**src/pkg/sccr_pkg.sv**
```systemverilog
// sccr_pkg: constants for the startup clock and reset control block.
// assumes one system clock at 40 MHz standing in for the input clock.
package sccr_pkg;
    localparam int unsigned CLK_PERIOD_NS = 25;
    localparam int unsigned LOCK_WAIT_INPUT_CYCLES = 4096;
    localparam int unsigned LOCK_CYCLES = LOCK_WAIT_INPUT_CYCLES;
    localparam logic [1:0] RATIO_CODE_8 = 2'h0;
    localparam logic [1:0] RATIO_CODE_32 = 2'h1;
    localparam logic [1:0] RATIO_CODE_16 = 2'h2;
    localparam logic [5:0] RATIO_VAL_8 = 6'h08;
    localparam logic [5:0] RATIO_VAL_16 = 6'h10;
    localparam logic [5:0] RATIO_VAL_32 = 6'h20;
    localparam logic [5:0] RATIO_RST = 6'h08;
    localparam logic [2:0] BOOT_CFG_RST = 3'h0;
    localparam int unsigned RUNRST_EN_BIT = 0;
    typedef enum logic [1:0] {
        SCCR_HOLD,
        SCCR_LOCK,
        SCCR_RUN
    } sccr_state_t;
    typedef enum logic [2:0] {
        SCCR_TAP_RESET,
        SCCR_TAP_IDLE,
        SCCR_TAP_SELECT,
        SCCR_TAP_CAPTURE,
        SCCR_TAP_SHIFT,
        SCCR_TAP_EXIT,
        SCCR_TAP_UPDATE
    } sccr_tap_t;
endpackage

```
**src/rtl/sccr_top.sv**
```systemverilog
// sccr_top: startup clock and reset control with reset pin and test port.
// assumes straps, reset and test pins are asynchronous and are synchronised here.
module sccr_top #(
    parameter int unsigned LOCK_CNT = sccr_pkg::LOCK_CYCLES
) (
    input wire logic sys_clk_i,
    input wire logic rst_i,
    input wire logic reset_n_i,
    input wire logic [1:0] ratio_strap_i,
    input wire logic [2:0] boot_strap_i,
    input wire logic pmc_wr_i,
    input wire logic [5:0] pmc_ratio_i,
    input wire logic [7:0] runrst_ctl_i,
    input wire logic rstpin_i,
    output logic rstpin_o,
    output logic rstpin_oe_o,
    input wire logic test_rst_n_i,
    input wire logic test_clk_i,
    input wire logic test_mode_i,
    input wire logic test_data_i,
    output logic test_data_o,
    output logic test_data_oe_o,
    output logic core_rst_o,
    output logic core_run_o,
    output logic fetch_vector_o,
    output logic [5:0] core_ratio_o,
    output logic ratio_reserved_o,
    output logic [2:0] boot_mode_o
);
    import sccr_pkg::*;

    ////////////////////////////////////////////////////////////////////////
    // two-flop synchronisers for every pin input
    logic [8:0] sync1_q;
    logic [8:0] sync2_q;
    always_ff @(posedge sys_clk_i)
    begin
        sync1_q <= {reset_n_i, ratio_strap_i, boot_strap_i, rstpin_i, test_rst_n_i, test_clk_i};
        sync2_q <= sync1_q;
    end
    logic [1:0] tms_tdi_s1_q;
    logic [1:0] tms_tdi_s2_q;
    always_ff @(posedge sys_clk_i)
    begin
        tms_tdi_s1_q <= {test_mode_i, test_data_i};
        tms_tdi_s2_q <= tms_tdi_s1_q;
    end
    wire logic rst_n_s = sync2_q[8];
    wire logic [1:0] ratio_s = sync2_q[7:6];
    wire logic [2:0] boot_s = sync2_q[5:3];
    wire logic rstpin_s = sync2_q[2];
    wire logic trst_n_s = sync2_q[1];
    wire logic tck_s = sync2_q[0];
    wire logic tms_s = tms_tdi_s2_q[1];
    wire logic tdi_s = tms_tdi_s2_q[0];

    ////////////////////////////////////////////////////////////////////////
    // running reset input only counts once software enabled the pin function
    logic runrst_en;
    assign runrst_en = runrst_ctl_i[RUNRST_EN_BIT];
    logic hold_rst;
    assign hold_rst = !rst_n_s || (runrst_en && !rstpin_s);

    sccr_state_t state_q;
    logic [12:0] lock_cnt_q;
    always_ff @(posedge sys_clk_i)
    begin
        if (rst_i || hold_rst)
        begin
            state_q <= SCCR_HOLD;
            lock_cnt_q <= '0;
        end
        else
        begin
            unique case (state_q)
                SCCR_HOLD:
                begin
                    state_q <= SCCR_LOCK;
                    lock_cnt_q <= '0;
                end
                SCCR_LOCK:
                begin
                    if (lock_cnt_q == 13'(LOCK_CNT - 1))
                        state_q <= SCCR_RUN;
                    lock_cnt_q <= lock_cnt_q + 13'h0001;
                end
                SCCR_RUN:
                    state_q <= SCCR_RUN;
            endcase
        end
    end

    logic fetch_q;
    always_ff @(posedge sys_clk_i)
    begin
        if (rst_i || hold_rst)
            fetch_q <= 1'b0;
        else
            fetch_q <= (state_q == SCCR_LOCK) && (lock_cnt_q == 13'(LOCK_CNT - 1));
    end
    assign fetch_vector_o = fetch_q;
    assign core_run_o = (state_q == SCCR_RUN);
    assign core_rst_o = (state_q != SCCR_RUN);

    ////////////////////////////////////////////////////////////////////////
    // strap capture on the release cycle; a later strap change is ignored
    logic [5:0] ratio_q;
    logic resv_q;
    logic [2:0] boot_q;
    always_ff @(posedge sys_clk_i)
    begin
        if (rst_i || hold_rst)
        begin
            ratio_q <= RATIO_RST;
            resv_q <= 1'b0;
            boot_q <= BOOT_CFG_RST;
        end
        else if (state_q == SCCR_HOLD)
        begin
            boot_q <= boot_s;
            resv_q <= 1'b0;
            unique case (ratio_s)
                RATIO_CODE_8: ratio_q <= RATIO_VAL_8;
                RATIO_CODE_32: ratio_q <= RATIO_VAL_32;
                RATIO_CODE_16: ratio_q <= RATIO_VAL_16;
                default:
                begin
                    ratio_q <= RATIO_VAL_8;
                    resv_q <= 1'b1;
                end
            endcase
        end
        else if (pmc_wr_i && state_q == SCCR_RUN)
            ratio_q <= pmc_ratio_i;
    end
    assign core_ratio_o = ratio_q;
    assign ratio_reserved_o = resv_q;
    assign boot_mode_o = boot_q;

    ////////////////////////////////////////////////////////////////////////
    // combined reset pin: drives low while core held, input when enabled
    always_ff @(posedge sys_clk_i)
    begin
        if (rst_i)
        begin
            rstpin_o <= 1'b0;
            rstpin_oe_o <= 1'b1;
        end
        else
        begin
            rstpin_oe_o <= !runrst_en;
            rstpin_o <= (state_q == SCCR_RUN);
        end
    end

    ////////////////////////////////////////////////////////////////////////
    // simplified test port, stepped on sampled test clock rising edges
    logic tck_d_q;
    always_ff @(posedge sys_clk_i)
    begin
        if (rst_i)
            tck_d_q <= 1'b0;
        else
            tck_d_q <= tck_s;
    end
    logic tck_rise;
    assign tck_rise = tck_s && !tck_d_q;

    sccr_tap_t tap_q;
    logic tdo_q;
    logic tdo_oe_q;
    always_ff @(posedge sys_clk_i)
    begin
        if (rst_i || !trst_n_s)
            tap_q <= SCCR_TAP_RESET;
        else if (tck_rise)
        begin
            unique case (tap_q)
                SCCR_TAP_RESET: tap_q <= tms_s ? SCCR_TAP_RESET : SCCR_TAP_IDLE;
                SCCR_TAP_IDLE: tap_q <= tms_s ? SCCR_TAP_SELECT : SCCR_TAP_IDLE;
                SCCR_TAP_SELECT: tap_q <= tms_s ? SCCR_TAP_RESET : SCCR_TAP_CAPTURE;
                SCCR_TAP_CAPTURE: tap_q <= tms_s ? SCCR_TAP_EXIT : SCCR_TAP_SHIFT;
                SCCR_TAP_SHIFT: tap_q <= tms_s ? SCCR_TAP_EXIT : SCCR_TAP_SHIFT;
                SCCR_TAP_EXIT: tap_q <= tms_s ? SCCR_TAP_UPDATE : SCCR_TAP_SHIFT;
                SCCR_TAP_UPDATE: tap_q <= tms_s ? SCCR_TAP_SELECT : SCCR_TAP_IDLE;
                default: tap_q <= SCCR_TAP_RESET;
            endcase
        end
    end

    // scan path stands in as a one-bit bypass stage
    always_ff @(posedge sys_clk_i)
    begin
        if (rst_i || !trst_n_s || hold_rst)
        begin
            tdo_q <= 1'b0;
            tdo_oe_q <= 1'b0;
        end
        else
        begin
            if (tck_rise && tap_q == SCCR_TAP_SHIFT)
                tdo_q <= tdi_s;
            tdo_oe_q <= (tap_q == SCCR_TAP_SHIFT) && (state_q == SCCR_RUN);
        end
    end
    assign test_data_o = tdo_q;
    assign test_data_oe_o = tdo_oe_q;

    ////////////////////////////////////////////////////////////////////////
    property p_lock_wait;
        @(posedge sys_clk_i) disable iff (rst_i)
        $rose(core_run_o) |-> $past(state_q) == SCCR_LOCK && $past(lock_cnt_q) == 13'(LOCK_CNT - 1);
    endproperty
    a_lock_wait: assert property (p_lock_wait) else $error("core ran before lock wait");

    property p_fetch;
        @(posedge sys_clk_i) disable iff (rst_i)
        $rose(core_run_o) |-> fetch_vector_o ##1 !fetch_vector_o;
    endproperty
    a_fetch: assert property (p_fetch) else $error("vector fetch not one pulse at start");

    property p_hold;
        @(posedge sys_clk_i) disable iff (rst_i)
        hold_rst |=> core_rst_o && !core_run_o && !tdo_oe_q;
    endproperty
    a_hold: assert property (p_hold) else $error("state not reset while held");

    property p_ratio;
        @(posedge sys_clk_i) disable iff (rst_i)
        (state_q == SCCR_HOLD && !hold_rst && ratio_s == RATIO_CODE_32) |=> core_ratio_o == RATIO_VAL_32;
    endproperty
    a_ratio: assert property (p_ratio) else $error("ratio strap decode wrong");

    property p_strap_hold;
        @(posedge sys_clk_i) disable iff (rst_i)
        (state_q == SCCR_LOCK && !hold_rst) |=> $stable(boot_mode_o);
    endproperty
    a_strap_hold: assert property (p_strap_hold) else $error("boot strap changed after capture");

    property p_pmc;
        @(posedge sys_clk_i) disable iff (rst_i)
        (pmc_wr_i && core_run_o && !hold_rst) |=> core_ratio_o == $past(pmc_ratio_i);
    endproperty
    a_pmc: assert property (p_pmc) else $error("ratio write ignored");

    property p_pin_dir;
        @(posedge sys_clk_i) disable iff (rst_i)
        ##1 rstpin_oe_o == !$past(runrst_en);
    endproperty
    a_pin_dir: assert property (p_pin_dir) else $error("reset pin direction wrong");

    property p_tap_rst;
        @(posedge sys_clk_i) disable iff (rst_i)
        !trst_n_s |=> tap_q == SCCR_TAP_RESET;
    endproperty
    a_tap_rst: assert property (p_tap_rst) else $error("tap not reset");
endmodule

```
**config.mk**
```make
export PLATFORM = sky130hd
export DESIGN_NAME = sccr_top
export DESIGN_NICKNAME = d
export VERILOG_FILES = /design/src/pkg/sccr_pkg.sv /design/src/rtl/sccr_top.sv
export SDC_FILE = /design/constraint.sdc
export NUM_CORES = 1
export LEC_CHECK = 0
export BUFFER_PORTS_ARGS = -buffer_cell sky130_fd_sc_hd__buf_2
export CORE_MARGIN = 8
export CORE_UTILIZATION = 30
export DETAILED_ROUTE_END_ITERATION = 10
export SKIP_LAST_GASP = 1
export SYNTH_ARGS = -nofsm -noshare
export SYNTH_HDL_FRONTEND = slang
export SYNTH_SLANG_ARGS = --single-unit
```
**constraint.sdc**
```tcl
create_clock -name sys_clk_i -period 1.9 [get_ports sys_clk_i]
set_clock_uncertainty 0.2 [all_clocks]
set_input_delay 0 -clock sys_clk_i [delete_from_list [all_inputs] [get_ports sys_clk_i]]
set_output_delay 0 -clock sys_clk_i [all_outputs]
set_load 0.1 [all_outputs]
```
# Word-level counts from Yosys, hierarchy flattened
# Cells that the tools add are included.
# Widths: inputs -> output; s select.
totals:
  inputBits: 28
  elab_cells: 66
  out_inout_bits: 17
  reg_bits: 56
classes:
  n_eq_ne: 13
  reduce_logical: 23
  n_mux: 13
  n_addsub: 1
op_table:
  columns: ["cell", "count"]
  rows:
  - ["$pmux 13 s2", 1]
  - ["$pmux 3 s5", 1]
  - ["$add 13x1->13 const B", 1]
  - ["$eq 13x12->1 const B", 1]
  - ["$mux 6", 2]
  - ["$pmux 6 s2", 1]
  - ["$eq 3x3->1 const B", 3]
  - ["$mux 2", 4]
  - ["$eq 3x2->1 const B", 2]
  - ["$logic_and 1x1->1", 6]
  - ["$pmux 2 s3", 1]
  - ["$logic_not 1->1", 5]
  - ["$eq 2x1->1 const B", 2]
  - ["$eq 2x2->1 const B", 2]
  - ["$logic_not 2->1", 2]
  - ["$logic_or 1x1->1", 4]
  - ["$reduce_bool 2->1", 2]
  - ["$reduce_or 2->1", 2]
  - ["$eq 3x1->1 const B", 1]
  - ["$logic_not 3->1", 1]
  - ["$mux 1", 3]
  - ["$reduce_or 3->1", 1]
  - ["$ne 2x1->1 const B", 1]
  - ["$ne 2x2->1 const B", 1]

# Longest topological paths before layout
# Gate-level depths: netlist (run 1).
depth:
  depth_word: 4
  depth_mapped: 7
  mapped_depth_nobuf: 6

# Worst setup path after synthesis (run 1)
# No wires, ideal clock.
synth_path:
  kind: "register to register"
  start: "register state_q[0]"
  end: "register ratio_q[3] (netlist: core_ratio_o[3])"
  arrival_ps: 2110
  slack_ps: -534
  path_stages_with_launch: 7
  n_path_buf: 0
  setup_ps: 125
  period_less_slack_ps: 2434
  required_ps: 1575
  cell_sequence: "dfxtp_1 -> inv_1 -> ha_1 -> nand2_1 -> mux2_2 -> mux2i_1 -> nand2_1"
synth_via:
  elab_chain_cells: 3
  elab_cells_between_ends: 5
  cone_classes: "eq/ne: 1; mux: 1; reduce/logical: 3"
synth_rtl:
  columns: ["element", "line", "rtl"]
  rows:
  - ["from (decl)", "sccr_top.sv:64", "sccr_state_t state_q;"]
  - ["from (signal assigned)", "sccr_top.sv:70", "state_q <= SCCR_HOLD;"]
  - ["from (signal assigned)", "sccr_top.sv:78", "state_q <= SCCR_LOCK;"]
  - ["from (signal assigned)", "sccr_top.sv:84", "state_q <= SCCR_RUN;"]
  - ["$eq 2x2->1", null, null]
  - ["via core_run_o", "sccr_top.sv:24", "output logic core_run_o,"]
  - ["$logic_and 1x1->1", "sccr_top.sv:133", "else if (pmc_wr_i && state_q == SCCR_RUN)"]
  - ["$reduce_bool 2->1 (no line)", null, null]
  - ["to (signal assigned)", "sccr_top.sv:134", "ratio_q <= pmc_ratio_i;"]
  - ["to (decl)", "sccr_top.sv:107", "logic [5:0] ratio_q;"]
# The timed path passes the listed nets, and every way through them passes these cells.
# A chain may end at the register's enable or synchronous reset.

# Final worst setup path (run 1)
layout_path:
  start: "register lock_cnt_q[1]"
  end: "register lock_cnt_q[12]"
layout_via:
  elab_chain_cells: 2
layout_rtl:
  columns: ["element", "line", "rtl"]
  rows:
  - ["from (decl)", "sccr_top.sv:65", "logic [12:0] lock_cnt_q;"]
  - ["from (signal assigned)", "sccr_top.sv:85", "lock_cnt_q <= lock_cnt_q + 13'h0001;"]
  - ["$add 13x1->13", "sccr_top.sv:85", null]
  - ["$pmux 13 s2", "sccr_top.sv:75", "unique case (state_q)"]
# No other way between the ends.

==> results by group, run 1 <==
Worst setup path
  – Crit Path Category: reg2reg
  – Critical path required time: 1.89 ns
  – Worst-case reg-to-reg path depth: 5
  – Nature of the critical path startpoint: flip-flop
  – Critical R2R Launch: lock_cnt_q[1]$_SDFFE_PP0P_
  – Capturing element type of the critical path: flip-flop
  – Endpoint of the lowest-slack register-to-register path: lock_cnt_q[12]$_SDFFE_PP0P_
  – Minimum setup slack among reg-to-reg paths: 0.1 ns
  – Data arrival time of the critical path: 1.80 ns
  – Maximum fanout along the worst path: 4

Finish
  – Layout Utilization: 0.407
  – Proportion of layout cells with a drive suffix above 1: 0.260
  – Diode insertion count for antenna repair: 0
  – Number of nets at the end of the flow: 303
  – Non-filler cells in the finished layout: 349
  – Final standard cell area without fillers: 2720 um2
  – Layout-stage area growth over the synthesis result: 33.0%

GRT
  – Leftover overflow at the end of global routing: 0
  – Number of global-route vias before repair: 1554
  – Largest net degree at the start of global routing: 19
  – Global-route wire length before repair: 7.06 mm
  – Global Route Usage Sum: 0.0876
  – Initial antenna violation count: 0

Timing
  – Final hold vios: 0
  – Fmax: 555 MHz
  – Final number of setup-violating endpoints: 0
  – Setup repair after global routing missed its margin: true
  – Max_slew headroom: 0.670
  – Final critical-path setup slack: 0.0978 ns
  – Worst Tran Pin Value: 0.498 ns
  – Final critical path time including I/O delays and setup: 1.80 ns
  – Final setup TNS: 0 ns
  – Count of pins over their slew limit: 0
  – Final clock period utilization by the worst path: 0.949

Routing
  – Length of routed wiring on met1: 1.84 mm
  – Post-route DRC violation count: 0
  – Avg Vias per Cell: 4.58
  – Wire length per cell after detailed routing: 11.5 um
  – Met2 WL: 1.98 mm
  – First-iteration detailed-routing DRC count: 108
  – Vias: 1600
  – Detailed Routing Iterations Pass 1: 4
  – Detailed route wirelength on metal3: 137 um
  – Number of nets still failing antenna checks after routing: 0
  – Total wire length after detailed routing: 4.03 mm
  – Uppermost routed layer: met4

Floorplan
  – Starting density of the core: 0.306
  – I/O pin total: 45
  – Placeable core area: 6680 um2
  – Floorplan row count: 30
  – Die height: 98.5 um
  – Area of the die: 9710 um2
  – Die extent in x: 98.5 um

Synthesis
  – Fraction of registers with async set/reset: 0
  – Main synth FF type: dfxtp_1
  – Per-instance average area after synthesis: 10.3 um2
  – Number of flip-flops and latches in the synthesized netlist: 56
  – Top post-synthesis cells by count: 56 x dfxtp_1, 22 x nor2_1, 18 x nand2_1, 12 x mux2i_1
  – Area fraction of the dominant cell type after synthesis: 0.549
  – Number of flops mapped to enable cells by yosys: 0
  – Count of cell types in the netlist: 38
  – Share of synthesized area occupied by flip-flops and latches: 0.549
  – Most numerous cell in the Yosys netlist: dfxtp_1
  – Syn. warnings: 0
  – Cell type with the largest total area after synthesis: dfxtp_1
  – Cells taking the most area after synthesis: dfxtp_1 55%, mux2i_1 5.9%, ha_1 4.3%
  – Mapped Cells: 199
  – Area of the mapped netlist: 2040 um2
  – Mapped Nets: 234

Placed design
  – Dpl hpwl: 2.86 mm
  – Cell count after placement: 321
  – Routability cong.: 0.838
  – Number of buffers added on ports: 37
  – Post-placement cell area: 2400 um2
  – Worst slack, placed: 0.117 ns

Clock tree
  – Depth of the CTS H-tree: 2
  – CTS buffer count: 5
  – CTS clk-pin slew, worst paths: 0.10 ns
  – Clock tree root buffer cell: clkbuf_8
  – Clk sinks: 56
  – TritonCTS clock tree: yes
  – Skew-Pair Late Insertion Delay: 0.31 ns
  – Maximum count of clock buffers along a single path: 2
  – Post-CTS Setup Inserts: 0

Flow run
  – Number of violations of the max-capacitance limit: 0

Min path
  – Worst Hold Path EP: core_ratio_o[3]$_SDFFE_PP1P_
  – Hold path depth: 5
  – Launch instance of the worst min-delay path: pmc_wr_i
  – Class of the worst hold path: in2reg

Pwr
  – Peak ir drop on the vdd network: 0.689 mV
  – Power density normalized to cell area: 818 nW/um2
  – Leakage power total: 1.16 nW

Outcome
  – Outcome: finished, final reports clean
==> cells by family (layout without fill, tap and decap cells) <==
logic type / Yosys count / after routing / synth area share
and+or+nand+nor: 82 / 82 / 0.212
DFF: 56 / 56 / 0.549
muxes: 20 / 20 / 0.103
AOI/OAI and AO/OA: 18 / 18 / 0.0533
buffers and inverters: 12 / 82 / 0.0233
adders and majority gates: 7 / 7 / 0.0429
xor gates and xnor gates: 4 / 4 / 0.0171
==> power by group <==
| part | internal [mW] | total [mW] | switching (mW) |
|---|---|---|---|
| Clock | 0.397 | 0.782 | 0.384 |
| Combinational | 0.0885 | 0.218 | 0.129 |
| Sequential | 1.21 | 1.22 | 0.0145 |
| Total | 1.69 | 2.22 | 0.528 |
==> sequential cells by signal, indices dropped and copies added (netlist names) <==
name	count
sync1_q	9
state_q	2
ratio_reserved_o	1
tck_d_q	1
tms_tdi_s2_q	2
boot_mode_o	3
rstpin_o	1
test_data_o	1
rstpin_oe_o	1
tap_q	3
test_data_oe_o	1
core_ratio_o	6
lock_cnt_q	13
tms_tdi_s1_q	2
fetch_vector_o	1
sync2_q	9
==> placed cells by master (no fill, tap or decap), drive strengths merged, types with 3 or more instances in the layout <==
| master | synthesis | routed |
|---|---|---|
| nand4 | 5 | 5 |
| nand3b | 3 | 3 |
| nand2 | 18 | 18 |
| clkbuf | 2 | 5 |
| nor2 | 22 | 22 |
| ha | 7 | 7 |
| nand2b | 5 | 5 |
| nand3 | 5 | 5 |
| mux2i | 12 | 12 |
| nor2b | 3 | 3 |
| buf | 4 | 48 |
| inv | 6 | 6 |
| dlygate4sd3 | 0 | 20 |
| nor3 | 8 | 8 |
| a21oi | 8 | 8 |
| mux2 | 8 | 8 |
| o21ai | 6 | 6 |
| dfxtp | 56 | 56 |
==> per-layer routing <==
layer / global-route usage / vias up
met4: 0.0413 / 0
met1: 0.103 / 748
li1: - / 817
met2: 0.146 / 29
met5: 0 / -
met3: 0.0226 / 6
==> worst max-delay path: stages (launching register included) <==
cell and delay [ns]:
dfxtp_1 0.38, ha_2 0.24, nand3_2 0.12, or4_4 0.56
nand4_1 0.12, o31ai_2 0.06
==> repair_timing <==
action / CTS / global route
endpoints found under the setup margin: 0 / 3
hold endpoints to repair: 23 / 0
hold buffers: 20 / 0
resized for setup: 0 / 1
==> through the flow <==
stage          power (mW)  hold slack [ns]
2_1_floorplan        1.38           -0.172
3_3_place_gp         1.44          -0.0978
3_5_place_dp         1.44          -0.0964
4_1_cts              2.25            0.110
5_1_grt              2.32            0.107
6_report             2.22            0.106
==> cell type report <==
class,instances,area [um2]
well taps,80,100
flip-flops and latches,56,1120
inverters,6,22.5
fillers,676,3960
clock inverters,3,47.5
multi-input cells,131,890
clock buffers,5,68.8
repair buffers,68,468
==> worst max-delay path by stage <==
stage,from,endpoint,cells past startpoint
finish,lock_cnt_q[1]$_SDFFE_PP0P_,lock_cnt_q[12]$_SDFFE_PP0P_,5
floorplan,state_q[0]$_SDFFE_PP0P_,core_ratio_o[3]$_SDFFE_PP1P_,6
global route,state_q[1]$_SDFFE_PP0P_,lock_cnt_q[11]$_SDFFE_PP0P_,6
detailed placement,lock_cnt_q[1]$_SDFFE_PP0P_,lock_cnt_q[12]$_SDFFE_PP0P_,5
global placement,lock_cnt_q[1]$_SDFFE_PP0P_,lock_cnt_q[12]$_SDFFE_PP0P_,5
CTS,lock_cnt_q[1]$_SDFFE_PP0P_,lock_cnt_q[12]$_SDFFE_PP0P_,5
Note: power is estimated with default switching activity, not from simulation.
==> run 2, diff against run 1 <==
==> constraint.sdc (replaced) <==
create_clock -name sys_clk_i -period 1.9 [get_ports sys_clk_i]
set_clock_uncertainty 0.2 [all_clocks]
set_input_delay 0.285 -clock sys_clk_i [delete_from_list [all_inputs] [get_ports sys_clk_i]]
set_output_delay 0.285 -clock sys_clk_i [all_outputs]
set_load 0.1 [all_outputs]
==> results by group, run 2 (synthesis gave the netlist of run 1 again) <==
Placed design
  – Number of buffers added on ports: 37 (unchanged)
  – Routability cong.: 0.796 (-5.0%)
  – Dpl hpwl: 2.88 mm (+0.62%)
  – Worst slack, placed: 0.0780 ns (-0.0392 ns)

Timing
  – Fmax: 550 MHz (-0.79%)
  – Max_slew headroom: 0.671 (+0.00120)
  – Final setup TNS: 0 ns (unchanged)
  – Final critical path time including I/O delays and setup: 1.82 ns (+0.0143 ns)
  – Setup repair after global routing missed its margin: true
  – Final number of setup-violating endpoints: 0 (unchanged)
  – Worst Tran Pin Value: 0.497 ns (-0.00181 ns)
  – Final hold vios: 0 (unchanged)
  – Count of pins over their slew limit: 0 (unchanged)
  – Final critical-path setup slack: 0.0835 ns (-0.0143 ns)
  – Final clock period utilization by the worst path: 0.956 (+0.00753)

Finish
  – Registers with the most flip-flops: lock_cnt_q (13), sync1_q (9), sync2_q (9)
  – Number of nets at the end of the flow: 299 (-1.3%)
  – Highest-count cells in the layout ignoring fill and taps: 56 x dfxtp_1, 35 x buf_2, 22 x nor2_1, 17 x nand2_1, 15 x buf_4
  – Leading cell type in the layout, fill and taps excluded: dfxtp_1
  – Proportion of layout cells with a drive suffix above 1: 0.279 (+0.0190)
  – Diode insertion count for antenna repair: 0 (unchanged)
  – Flip-flop count of the largest register after layout: 13 (unchanged)
  – Number of fill cells in the layout: 680 (+0.59%)
  – Layout-stage area growth over the synthesis result: 30.1%
  – Top register by number of flip-flops: lock_cnt_q

Outcome
  – Outcome: finished, final reports clean

Min path
  – Class of the worst hold path: in2reg

Worst setup path
  – Minimum setup slack among reg-to-reg paths: 0.08 ns (about the same)
  – Data arrival time of the critical path: 1.81 ns (about the same)
  – Capturing element type of the critical path: flip-flop
  – Critical path required time: 1.89 ns (about the same)
  – Maximum fanout along the worst path: 12 (+8)
  – Nature of the critical path startpoint: flip-flop
  – Crit Path Category: reg2reg

Clock tree
  – Skew-Pair Late Insertion Delay: 0.30 ns (about the same)
  – Clk sinks: 56 (unchanged)
  – TritonCTS clock tree: yes
  – CTS buffer count: 5 (unchanged)
  – Clock tree root buffer cell: clkbuf_8
  – Maximum count of clock buffers along a single path: 2 (unchanged)
  – Depth of the CTS H-tree: 2 (unchanged)
  – CTS clk-pin slew, worst paths: 0.10 ns (about the same)

GRT
  – Number of global-route vias before repair: 1589 (+2.3%)
  – Global-route wire length before repair: 6.84 mm (-3.1%)
  – Initial antenna violation count: 0 (unchanged)
  – Global Route Usage Sum: 0.0848 (-0.00273)
  – Leftover overflow at the end of global routing: 0 (unchanged)
  – Largest net degree at the start of global routing: 18 (-1)

Floorplan
  – Starting density of the core: 0.306 (unchanged)
  – Floorplan row count: 30 (unchanged)
  – I/O pin total: 45 (unchanged)
  – Placeable core area: 6680 um2 (unchanged)
  – Area of the die: 9710 um2 (unchanged)
  – Die extent in x: 98.5 um (unchanged)
  – Die height: 98.5 um (unchanged)

Routing
  – Vias: 1546 (-3.4%)
  – Avg Vias per Cell: 4.48 (-2.3%)
  – Length of routed wiring on met1: 1.83 mm (-0.49%)
  – Total wire length after detailed routing: 3.91 mm (-2.9%)
  – Wire length per cell after detailed routing: 11.3 um (-1.8%)
  – Number of nets still failing antenna checks after routing: 0 (unchanged)
  – First-iteration detailed-routing DRC count: 38 (-65%)
  – Detailed Routing Iterations Pass 1: 4 (unchanged)
  – Detailed route wirelength on metal3: 124 um (-9.5%)
  – Met2 WL: 1.87 mm (-5.5%)
  – Uppermost routed layer: met4
  – Post-route DRC violation count: 0 (unchanged)

Pwr
  – Peak ir drop on the vdd network: 0.487 mV (-29%)
  – Leakage power total: 1.13 nW (-2.3%)
  – Power density normalized to cell area: 789 nW/um2 (-3.5%)

Flow run
  – Number of violations of the max-capacitance limit: 0 (unchanged)
[run 2: final timing paths]
| kind | start | to | cells after the start |
|---|---|---|---|
| max reg2reg | state_q[1]$_SDFFE_PP0P_ | lock_cnt_q[11]$_SDFFE_PP0P_ | 6 |
| min | pmc_ratio_i[1] | core_ratio_o[1]$_SDFFE_PP0P_ | 3 |
| max | state_q[1]$_SDFFE_PP0P_ | lock_cnt_q[11]$_SDFFE_PP0P_ | 6 |
| min reg2reg | sync1_q[7]$_DFF_P_ | sync2_q[7]$_DFF_P_ | 0 |
[run 2: power by group]
group / leakage, nW / total [mW] / switching (mW) / internal (mW)
Sequential: 0.461 / 1.22 / 0.0152 / 1.21
Clock: 0.0434 / 0.663 / 0.368 / 0.295
Combinational: 0.626 / 0.210 / 0.127 / 0.0836
[run 2: final cells by class]
cell class                      instances  area, um2  share of cell area
Clock buffer                            6       82.6              0.0311
Sequential cell                        56       1120               0.422
Multi-Input combinational cell        131        892               0.336
Inverter                                6       22.5             0.00847
Clock inverter                          2       15.0             0.00565
Timing Repair Buffer                   64        425               0.160
Tap cell                               80        100              0.0376
[run 2: timing repair]
item / in CTS / in global routing
setup endpoints to repair: 1 / 6
hold buffers: 13 / 0
gates resized for setup: 1 / 3
buffers inserted: 0 / 3
hold endpoints to repair: 14 / 0
[run 2: per-stage QoR]
step | utilization | hold slack (ns) | power, mW | std cells | instance area (um2)
finish | 0.398 | 0.0593 | 2.10 | 345 | 2660
global route | 0.398 | 0.0825 | 2.20 | 345 | 2660
CTS | 0.393 | 0.0580 | 2.12 | 342 | 2630
detailed placement | 0.359 | 0.112 | 1.44 | 321 | 2400
global placement | 0.359 | 0.110 | 1.43 | 321 | 2400
floorplan | - | 0.110 | 1.38 | 199 | 2060
[run 2: critical path, cell delays in order, from the launching register on]
cell,delay (ns)
dfxtp_1,0.40
inv_1,0.08
ha_1,0.21
buf_4,0.18
nand2b_1,0.17
and3_1,0.19
mux2_1,0.28
[run 2: per-layer routing]
metal / vias up / track usage
li1: 808 / -
met1: 710 / 0.0911
met2: 21 / 0.148
met3: 7 / 0.0240
met4: 0 / 0.0460
met5: - / 0
